### src/rtl/wp_ctrl_map.svh
// constants for the serial eeprom write and protect command logic
// assumes inclusion by the package user only, no processes here
`ifndef WP_CTRL_MAP_SVH
`define WP_CTRL_MAP_SVH
// device type field of the select byte
`define DT_MEM    4'hA
`define DT_CMD    4'h6
// low select nibble of the command type, a whole command code with the direction in its last bit
`define SEL_SETP0 4'h2
`define SEL_SETP1 4'h8
`define SEL_SETP2 4'hA
`define SEL_SETP3 4'h0
`define SEL_CLR   4'h6
`define SEL_QRYP0 4'h3
`define SEL_QRYP1 4'h9
`define SEL_QRYP2 4'hB
`define SEL_QRYP3 4'h1
`define SEL_SETH0 4'hC
`define SEL_SETH1 4'hE
`define SEL_QRYH  4'hD
// reset values
`define PAGE_RST  1'b0
`define PROT_RST  4'h0
// bit counter marks
`define BIT_LAST  4'h7
`define BIT_ACK   4'h8
`endif

### src/rtl/wp_ctrl_pkg.sv
// types for the serial eeprom write and protect command logic
// assumes nothing beyond a systemverilog compiler
package wp_ctrl_pkg;
   typedef enum logic [2:0] {
      K_NONE = 3'b000, K_MEMW = 3'b001, K_MEMR = 3'b010, K_SETP = 3'b011,
      K_CLR  = 3'b100, K_QRYP = 3'b101, K_SETH = 3'b110, K_QRYH = 3'b111
   } cmd_t;
   typedef enum logic [2:0] {
      ST_IDLE = 3'b000, ST_SEL = 3'b001, ST_ADDR = 3'b010, ST_DATA = 3'b011,
      ST_SKIP = 3'b100
   } state_t;
   typedef struct packed {
      cmd_t       kind;
      logic [1:0] blk;
   } sel_t;
   typedef struct packed {
      logic         mem;
      logic         page;
      logic [7:0]   addr;
      logic [4:0]   count;
      logic [15:0]  mask;
      logic [127:0] data;
   } prog_req_t;
endpackage

### src/rtl/spd_eeprom_write_protect_ctrl.sv
// write side of a two-wire serial eeprom slave: write framing, page buffer,
// block protection, page select and busy lockout
// assumes scl/sda/straps arrive asynchronously and the array signals done
`include "wp_ctrl_map.svh"

module spd_eeprom_write_protect_ctrl
   import wp_ctrl_pkg::*;
(
   input  logic      clk_in,
   input  logic      reset_n_in,
   input  logic      scl_in,
   input  logic      sda_in,
   output logic      sda_out,
   output logic      sda_oe_out,
   input  logic      strap_zero_in,
   input  logic      strap_one_in,
   input  logic      strap_two_in,
   input  logic      elevated_voltage_in,
   input  logic      prog_done_in,
   output logic      prog_start_out,
   output prog_req_t prog_req_out,
   output logic      busy_out,
   output logic [3:0] protect_out,
   output logic      page_out
);

   // ****************************************
   // helpers
   // ****************************************

   function automatic logic [4:0] popcount(input logic [15:0] m);
      logic [4:0] n;
      n = 5'h00;
      for (int i = 0; i < 16; i++) begin
         n = n + {4'h0, m[i]};
      end
      return n;
   endfunction

   // straps compared only for memory access, commands reach every device
   function automatic sel_t sel_decode(input logic [7:0] b, input logic [2:0] sa);
      sel_t s;
      s.kind = K_NONE;
      s.blk  = 2'h0;
      if (b[7:4] == `DT_MEM && b[3:1] == sa) begin
         s.kind = b[0] ? K_MEMR : K_MEMW;
      end else if (b[7:4] == `DT_CMD) begin
         case (b[3:0])
            `SEL_SETP0: s = '{K_SETP, 2'h0};
            `SEL_SETP1: s = '{K_SETP, 2'h1};
            `SEL_SETP2: s = '{K_SETP, 2'h2};
            `SEL_SETP3: s = '{K_SETP, 2'h3};
            `SEL_CLR:   s = '{K_CLR,  2'h0};
            `SEL_QRYP0: s = '{K_QRYP, 2'h0};
            `SEL_QRYP1: s = '{K_QRYP, 2'h1};
            `SEL_QRYP2: s = '{K_QRYP, 2'h2};
            `SEL_QRYP3: s = '{K_QRYP, 2'h3};
            `SEL_SETH0: s = '{K_SETH, 2'h0};
            `SEL_SETH1: s = '{K_SETH, 2'h1};
            `SEL_QRYH:  s = '{K_QRYH, 2'h0};
            default:    s = '{K_NONE, 2'h0};
         endcase
      end
      return s;
   endfunction

   // ****************************************
   // pin synchronisers and filters
   // ****************************************

   logic [5:0] s1_q, s2_q, s3_q, filt_q;
   logic       scl_p_q, sda_p_q;

   // three stages; value moves only once stages two and three agree
   always_ff @(posedge clk_in or negedge reset_n_in) begin
      if (!reset_n_in) begin
         s1_q    <= 6'h03;
         s2_q    <= 6'h03;
         s3_q    <= 6'h03;
         filt_q  <= 6'h03;
         scl_p_q <= 1'b1;
         sda_p_q <= 1'b1;
      end else begin
         s1_q    <= {elevated_voltage_in, strap_two_in, strap_one_in,
                     strap_zero_in, sda_in, scl_in};
         s2_q    <= s1_q;
         s3_q    <= s2_q;
         filt_q  <= (s2_q & ~(s2_q ^ s3_q)) | (filt_q & (s2_q ^ s3_q));
         scl_p_q <= filt_q[0];
         sda_p_q <= filt_q[1];
      end
   end

   logic       scl_w, sda_w, hv_w;
   logic [2:0] strap_w;
   logic       scl_rise_w, scl_fall_w, sta_w, sto_w;

   // bus conditions found from filtered levels
   assign scl_w      = filt_q[0];
   assign sda_w      = filt_q[1];
   assign strap_w    = filt_q[4:2];
   assign hv_w       = filt_q[5];
   assign scl_rise_w = scl_w & ~scl_p_q;
   assign scl_fall_w = ~scl_w & scl_p_q;
   assign sta_w      = scl_w & scl_p_q & sda_p_q & ~sda_w;
   assign sto_w      = scl_w & scl_p_q & ~sda_p_q & sda_w;

   // ****************************************
   // byte engine and decode
   // ****************************************

   state_t     st_q;
   cmd_t       kind_q;
   logic [1:0] blk_q;
   logic [3:0] cnt_q;
   logic [7:0] sh_q, addr_q, base_q;
   logic       ack_q, acked_q, got_q, busy_q, page_q, oe_q;
   logic [3:0] prot_q;
   logic [15:0] mask_q;
   logic [7:0] buf_q [16];

   logic [7:0] byte_w;
   sel_t       sel_w;
   logic       last_rise_w, prot_sel_w, sel_ack_w, sel_go_w;
   logic       hit_w, data_ack_w, byte_ack_w, commit_w;

   // select decision; busy hides the device entirely
   assign byte_w      = {sh_q[6:0], sda_w};
   assign last_rise_w = scl_rise_w & (cnt_q == `BIT_LAST) & (st_q != ST_IDLE);
   assign sel_w       = sel_decode(byte_w, strap_w);
   assign prot_sel_w  = prot_q[sel_w.blk];
   assign sel_ack_w   = ~busy_q & (
      (sel_w.kind == K_MEMW) | (sel_w.kind == K_MEMR) | (sel_w.kind == K_SETH) |
      ((sel_w.kind == K_SETP) & hv_w & ~prot_sel_w) |
      ((sel_w.kind == K_CLR) & hv_w) |
      ((sel_w.kind == K_QRYP) & ~prot_sel_w) |
      ((sel_w.kind == K_QRYH) & ~page_q));
   assign sel_go_w    = sel_ack_w & ((sel_w.kind == K_MEMW) | (sel_w.kind == K_SETP) |
                        (sel_w.kind == K_CLR) | (sel_w.kind == K_SETH));
   assign hit_w       = prot_q[{page_q, addr_q[7]}];
   assign data_ack_w  = (kind_q != K_MEMW) | ~hit_w;
   assign byte_ack_w  = (st_q == ST_SEL)  ? sel_ack_w :
                        (st_q == ST_ADDR) ? 1'b1 :
                        (st_q == ST_DATA) ? data_ack_w : 1'b0;
   assign commit_w    = sto_w & (st_q == ST_DATA) & acked_q & got_q & ~busy_q;

   // bit counter and ack record; a start restarts the frame
   always_ff @(posedge clk_in or negedge reset_n_in) begin
      if (!reset_n_in) begin
         cnt_q   <= 4'h0;
         sh_q    <= 8'h00;
         ack_q   <= 1'b0;
         acked_q <= 1'b0;
      end else if (sta_w) begin
         cnt_q   <= 4'h0;
         ack_q   <= 1'b0;
         acked_q <= 1'b0;
      end else if (scl_rise_w) begin
         cnt_q   <= (cnt_q == `BIT_ACK) ? 4'h0 : cnt_q + 4'h1;
         sh_q    <= byte_w;
         ack_q   <= last_rise_w ? byte_ack_w : ack_q;
         // the clock rise that leads into a stop must not lose the ack record
         acked_q <= (cnt_q == `BIT_ACK) ? ack_q : (acked_q & (cnt_q == 4'h0));
      end
   end

   // open-drain ack: pull low from the fall after bit 8 to the next fall
   always_ff @(posedge clk_in or negedge reset_n_in) begin
      if (!reset_n_in) begin
         oe_q <= 1'b0;
      end else if (sta_w | sto_w) begin
         oe_q <= 1'b0;
      end else if (scl_fall_w) begin
         oe_q <= (cnt_q == `BIT_ACK) & ack_q;
      end
   end

   // frame state machine
   always_ff @(posedge clk_in or negedge reset_n_in) begin
      if (!reset_n_in) begin
         st_q   <= ST_IDLE;
         kind_q <= K_NONE;
         blk_q  <= 2'h0;
      end else if (sta_w) begin
         st_q <= ST_SEL;
      end else if (sto_w) begin
         st_q <= ST_IDLE;
      end else if (last_rise_w) begin
         unique case (st_q)
            ST_SEL: begin
               st_q   <= sel_go_w ? ST_ADDR : ST_SKIP;
               kind_q <= sel_w.kind;
               blk_q  <= sel_w.blk;
            end
            ST_ADDR: st_q <= ST_DATA;
            ST_DATA: st_q <= data_ack_w ? ST_DATA : ST_SKIP;
            ST_SKIP: st_q <= ST_SKIP;
            default: st_q <= ST_SKIP;
         endcase
      end
   end

   // ****************************************
   // page buffer and word address
   // ****************************************

   // whole page held in flops so a stop can hand it over in one go
   always_ff @(posedge clk_in or negedge reset_n_in) begin
      if (!reset_n_in) begin
         addr_q <= 8'h00;
         base_q <= 8'h00;
         mask_q <= 16'h0000;
         got_q  <= 1'b0;
         for (int i = 0; i < 16; i++) begin
            buf_q[i] <= 8'h00;
         end
      end else if (sta_w) begin
         mask_q <= 16'h0000;
         got_q  <= 1'b0;
      end else if (last_rise_w && st_q == ST_ADDR && kind_q == K_MEMW) begin
         addr_q <= byte_w;
         base_q <= byte_w;
      end else if (last_rise_w && st_q == ST_DATA && data_ack_w) begin
         got_q <= 1'b1;
         if (kind_q == K_MEMW) begin
            buf_q[addr_q[3:0]]  <= byte_w;
            mask_q[addr_q[3:0]] <= 1'b1;
            addr_q <= {addr_q[7:4], addr_q[3:0] + 4'h1};
         end
      end
   end

   // ****************************************
   // protection, page and program cycle
   // ****************************************

   logic      pstart_q;
   prog_req_t prog_q;
   logic [127:0] flat_w;

   always_comb begin
      flat_w = '0;
      for (int i = 0; i < 16; i++) begin
         flat_w[i*8 +: 8] = buf_q[i];
      end
   end

   // protect bits change only when the cycle launches at stop
   always_ff @(posedge clk_in or negedge reset_n_in) begin
      if (!reset_n_in) begin
         prot_q <= `PROT_RST;
         page_q <= `PAGE_RST;
      end else if (commit_w && kind_q == K_SETP) begin
         prot_q[blk_q] <= 1'b1;
      end else if (commit_w && kind_q == K_CLR) begin
         prot_q <= 4'h0;
      end else if (last_rise_w && st_q == ST_SEL && sel_w.kind == K_SETH && sel_ack_w) begin
         page_q <= sel_w.blk[0];
      end
   end

   // page-set commands are volatile and start no program cycle
   always_ff @(posedge clk_in or negedge reset_n_in) begin
      if (!reset_n_in) begin
         busy_q   <= 1'b0;
         pstart_q <= 1'b0;
         prog_q   <= '0;
      end else begin
         pstart_q <= 1'b0;
         if (commit_w && kind_q != K_SETH) begin
            busy_q   <= 1'b1;
            pstart_q <= 1'b1;
            prog_q   <= '{kind_q == K_MEMW, page_q, base_q, popcount(mask_q),
                          mask_q, flat_w};
         end else if (prog_done_in) begin
            busy_q <= 1'b0;
         end
      end
   end

   assign sda_out        = 1'b0;
   assign sda_oe_out     = oe_q;
   assign prog_start_out = pstart_q;
   assign prog_req_out   = prog_q;
   assign busy_out       = busy_q;
   assign protect_out    = prot_q;
   assign page_out       = page_q;
endmodule // spd_eeprom_write_protect_ctrl

### config.mk
export PLATFORM = sky130hd
export DESIGN_NAME = spd_eeprom_write_protect_ctrl
export DESIGN_NICKNAME = d
export VERILOG_FILES = /design/src/rtl/wp_ctrl_pkg.sv /design/src/rtl/spd_eeprom_write_protect_ctrl.sv
export VERILOG_INCLUDE_DIRS = /design/src /design/src/rtl
export SDC_FILE = /design/constraint.sdc
export NUM_CORES = 1
export LEC_CHECK = 0
export ABC_AREA = 1
export BUFFER_PORTS_ARGS = -buffer_cell sky130_fd_sc_hd__buf_2
export CORE_MARGIN = 1
export CORE_UTILIZATION = 45
export CTS_CLUSTER_SIZE = 20
export DETAILED_ROUTE_END_ITERATION = 8
export SYNTH_ARGS = -nofsm -noshare
export SYNTH_HDL_FRONTEND = slang
export SYNTH_SLANG_ARGS = --single-unit
### constraint.sdc
create_clock -name clk_in -period 3.72 [get_ports clk_in]
set_input_delay 0.558 -clock clk_in [delete_from_list [all_inputs] [get_ports clk_in]]
set_output_delay 0.558 -clock clk_in [all_outputs]
set_load 0.02 [all_outputs]
**Word level (Yosys, flattened, before mapping)**

Memory sizes are Yosys's and may differ from the RTL's.
Cells that the tools add are included.

- Memories kept: 1
- Register bits after elaboration: 375
- Word-level logic and storage cells: 231
- ROM bits: 80
- Output and inout bits: 168
- Bits of input ports: 9

Memory list:

| memory | words | bits a word | rd ports | clocked after Yosys merged registers in | wr ports | RTL line | RTL |
|---|---|---|---|---|---|---|---|
| (name not given) | 16 | 5 | 1 | 0 | 0 | spd_eeprom_write_protect_ctrl.sv:48 | `case (b[3:0])` |

- Bitwise operators: 54
- $lt $le $gt $ge: 8
- Multiplexer cells: 50
- Equal/unequal tests: 21
- Reductions and logical operators: 35
- Add/subtract/negate cells: 17

Operator list:

| kind | count |
|---|---|
| $bwmux 128 | 1 |
| $mux 16 | 4 |
| $add 5x1->5 | 11 |
| $demux 8 s4 | 1 |
| $mux 4 | 7 |
| $and 1x1->1 | 22 |
| $mux 1 | 21 |
| $mux 3 | 6 |
| $reduce_bool 2->1 | 9 |
| $mux 8 | 2 |
| $or 16x16->16 | 1 |
| $eq 3x2->1 const B | 5 |
| $eq 3x3->1 const B | 5 |
| $logic_and 1x1->1 | 14 |
| $not 1->1 | 13 |
| $and 6x6->6 | 2 |
| $or 1x1->1 | 11 |
| $eq 3x1->1 const B | 3 |
| $lt 2x3->1 const B | 3 |
| $pmux 3 s3 | 1 |
| $reduce_and 3->1 | 3 |
| $add 4x1->4 const B | 2 |
| $eq 4x3->1 const B | 2 |
| $eq 4x4->1 const B | 2 |
| other kinds (27) | 34 |

**Longest topological paths before layout**

- Word-level depth: 18
- Gate-level depth with buffers: 16
- Gate-level depth less buffers: 15

**Worst setup path after synthesis**

Ideal clock, no wire load.

- Path type: reg-to-reg
- Start point: register mask_q[0]
- End point: register prog_q (netlist bit prog_req_out[146])
- Stages on the path, launching flop included: 13
- Required time: 3.602 ns
- Setup time: 0.118 ns
- Arrival: 3.260 ns
- Path slack: 0.342 ns
- Cells stage by stage: dfrtp_1 > fa_1 > inv_1 > fa_1 > fa_1 > fa_1 > inv_1 > ha_1 > inv_1 > fa_1 > xnor2_1 > mux2i_1 > inv_1

- Longest elaborated chain between the ends: 15

RTL lines:

| element | RTL line | RTL |
|---|---|---|
| from (decl) | spd_eeprom_write_protect_ctrl.sv:119 | `logic [15:0] mask_q;` |
| from (signal assigned) | spd_eeprom_write_protect_ctrl.sv:212 | `mask_q <= 16'h0000;` |
| from (signal assigned) | spd_eeprom_write_protect_ctrl.sv:218 | `mask_q <= 16'h0000;` |
| from (signal, indexed assignment) | spd_eeprom_write_protect_ctrl.sv:227 | `mask_q[addr_q[3:0]] <= 1'b1;` |
| $add 1x1->2 | spd_eeprom_write_protect_ctrl.sv:35 | `n = n + {4'h0, m[i]};` |
| $add 2x1->3 | spd_eeprom_write_protect_ctrl.sv:35 |  |
| $add 3x1->4 | spd_eeprom_write_protect_ctrl.sv:35 |  |
| $add 4x1->5 | spd_eeprom_write_protect_ctrl.sv:35 |  |
| $add 5x1->5 (11 in series) | spd_eeprom_write_protect_ctrl.sv:35 |  |
| to (signal assigned) | spd_eeprom_write_protect_ctrl.sv:273 | `prog_q <= '{kind_q == K_MEMW, page_q, base_q, popcount(mask_q),` |
| to (decl) | spd_eeprom_write_protect_ctrl.sv:238 | `prog_req_t prog_q;` |

Every way passes these cells.
A chain may end at the register's enable or synchronous reset.

**Final worst setup path**

Ends and elaborated chain as after synthesis.

==> results by group <==
Outcome
  – Status: finished clean

Placement
  – IO buf count: 175
  – RePlAce Congestion: approximately 0.84
  – Final HPWL DP: 21910 um
  – Placed instance area: 16400 um^2

Die
  – Die X: 184.6 um
  – Initial core utilization: 45.89%
  – Die Ht: roughly 180 um
  – Placeable Area: 32700 um^2
  – Core Rows: 66
  – Die area: between 30000 and 40000 um^2
  – Io pins: ~180

Clocking
  – Worst-path clk slew: 0.06 ns
  – Htree depth: 2
  – TritonCTS sink count: 372
  – Max Buffers Root-to-Sink: 3
  – Clk Tree Root Cell: clkbuf_16
  – Post-CTS setup buffer count: 0
  – CTS Buf Count: 40
  – Worst-Skew Late Latency: 0.53 ns
  – CTS tree: yes

Worst setup path
  – Largest delay contributor family on the critical path: adder cells
  – Critical R2R Launch: mask_q[0]
  – CP required: a little over 4 ns
  – Max incr delay on CP: 0.55 ns
  – Critical path peak fanout: 2
  – Startpoint Class: flop
  – CP startpoint: mask_q[0]
  – Critical path class: flop to flop
  – Worst path cell trace: fa_1, inv_1, fa_1, fa_1, fa_1, inv_1, ha_1, inv_1, fa_1, xnor2_1, mux2i_1, inv_1
  – Slowest CP cell: fa_1
  – Element type at the critical path end: flop
  – CP bufs+invs: 4
  – Most frequent cell on the critical path: fa_1
  – Data arrival, critical path: 3.99 ns

Logic synthesis
  – YS warnings: 0
  – Synth Net Count: 1426
  – Post-synthesis mux area share: 9.204%
  – Top cells by count, synth: 362 x dfrtp_1, 230 x inv_1, 227 x nand2_1, 175 x o21ai_0, 138 x mux2i_1
  – Syn Inst Count: 1396
  – Adder-cell share of the synthesized area: 2.651%
  – Largest family of logic cells by synthesized area: simple AND/OR/NAND/NOR gates
  – Synth Area per Inst: around 11 um^2
  – Synth Area in Compound Gates: 7.578%
  – Synth cell types: 31
  – Synth area leader: dfrtp_1
  – Synth Area in XOR/XNOR: 0.2334%
  – Synthesized area: 15010 um^2
  – Top-count cell post-synth: dfrtp_1
  – Main synth FF type: dfrtp_1
  – Register area share after synthesis: just over 60%
  – Post-synth EDFFs: 0
  – Top post-synthesis cells by area: dfrtp_1 60%, mux2i_1 9.2%, o21ai_0 5.8%
  – Yosys top cell area share: 60.36%
  – Synthesized flop and latch total: 372
  – Ys async rst share: 100.0%
  – Post-Synth Simple-Gate Area: 10.22%

GRT
  – Initial antenna violation count: 0
  – Congestion Overflow GR: 0
  – First-pass GRT wire length: 54680 um
  – Vias in the first global route: 9752
  – Largest net degree at the start of global routing: about 110
  – GRT Util Overall: 20.74%

Cells and area
  – Layout net count: 1612
  – Final Util: 54.12%
  – Fill cells: 2954
  – Design Area, Final: 17700 um^2
  – Share of cells above drive strength 1: 17.71%
  – Synthesis-to-layout area growth: 17.93%
  – Multi-input gate area: roughly 4500 um^2
  – Ant diodes: 0
  – Sequential Area: 9321 um^2

Timing
  – Worst slew margin: 39.26%
  – FMAX: 0.2791 GHz
  – Min Clock Period, post-route: 3.583 ns
  – Unrepaired setup endpoints after global routing: no
  – Worst hold slack: 0.09797 ns
  – Sum of negative setup slack: 0 ns
  – Worst Skew: 0.01358 ns
  – Final Cycle Share: between 90% and 100%
  – Final Hold Viols: 0
  – # setup viols final: 0
  – Worst-margin pin slew: 0.9111 ns
  – Slew Viols, Final: 0

Detailed routing
  – Drt total wl: 33810 um
  – WL/cell: 16.48 um
  – # DRC: 0
  – Remaining antenna violation count: 0
  – Iter 0 DRT Violations: approximately 600
  – Detailed Routing Iterations Pass 1: 6
  – Drt via density: 4.851
  – DR vias: 9950

Pwr
  – VDD IR-drop max: 0.0002751 V
  – Final total power: between 0.008 and 0.009 W
  – Power Density: 494.8 nW/um^2
  – Leakage: 10.98 nW

Run
  – Max_cap viols: 0

Min path
  – Hold Crit Class: primary input to asynchronous set/reset pin
## cells by family (layout without fill, tap and decap cells)
kind of cell | count (synthesis) | count (layout)
DFF | 372 | 372
and+or+nand+nor | 340 | 340
buffers and inverters | 290 | 503
AOI/OAI and AO/OA | 224 | 224
muxes | 138 | 138
adders and majority gates | 27 | 27
xor gates and xnor gates | 4 | 4
other | 1 | 1
## metal layers
metal | global-route usage [%] | routed length [um] | vias to the layer above
met1 | 29.96 | 16130 | 4878
met4 | 5.322 | 614 | 0
li1 | - | - | 4815
met3 | 3.616 | 1702 | 43
met2 | 32.39 | 15360 | 214
met5 | 0 | 0 | -
## flip-flops by register name, summed over array words and instances, names as in the netlist, 2 cells and up, named ones only
register      flops
prog_req_out    159
mask_q           16
st_q              3
buf_q           128
sh_q              7
kind_q            3
cnt_q             4
blk_q             2
s1_q              6
addr_q            5
s2_q              6
base_q            8
protect_out       4
s3_q              6
## where the power goes
part | internal [W] | switching [W] | leakage, nW
Sequential | 0.00413 | 0.0000727 | 5.11
Clock | 0.00235 | 0.00155 | 0.644
Combinational | 0.000140 | 0.000523 | 5.22
## cell usage in the layout (no fill, tap or decap), drive strengths merged, types with 10 or more instances in the layout
cell / synthesis / routed
mux2i: 138 / 138
o21ai: 175 / 175
inv: 230 / 232
nand4: 17 / 17
nand3: 34 / 34
nor2: 54 / 54
dfrtp: 362 / 362
clkbuf: 33 / 63
a21oi: 39 / 39
fa: 10 / 10
ha: 11 / 11
buf: 25 / 202
nand2: 228 / 228
dfstp: 10 / 10
## what timing repair did
action,4_1_cts,5_1_grt
hold buffers,0,0
setup endpoints to repair,0,1
resized for setup,0,1
## worst register-to-register path, cell delays in order, from the launching register on
cell and delay [ns]:
dfrtp_1 0.40, fa_1 0.55, inv_1 0.06, fa_1 0.48
fa_1 0.55, fa_1 0.41, inv_1 0.07, ha_1 0.16
inv_1 0.06, fa_1 0.40, xnor2_1 0.15, mux2i_1 0.12
inv_1 0.06
## final cells by class
class                      instances  share of cell area (%)
sequential                       372                   52.66
multi-input combinational        734                   25.43
clock buffer                      63                   6.998
timing repair buffer             202                   6.504
inverter                         232                   4.920
tap                              442                   3.125
clock inverter                     6                  0.3535
## through the flow
step           setup WS, ns  cells
3_3_place_gp         0.2258   1982
6_report             0.1375   2051
3_5_place_dp         0.1023   1982
5_1_grt            0.007172   2051
4_1_cts              0.1096   2051
2_1_floorplan        0.3416   1396
## worst paths after layout
check / to / slack [ns] / cells past startpoint
min reg2reg: s2_q[5] / 0.35 / 0
min: prog_req_out[81] / 0.1 / 1
max: prog_req_out[146] / 0.14 / 12
min in group clk_in: s1_q[0] / 0.14 / 1
max reg2reg: prog_req_out[146] / 0.14 / 12
max in group asynchronous: mask_q[9] / 2.62 / 2
(Power assumes the default switching activity.)
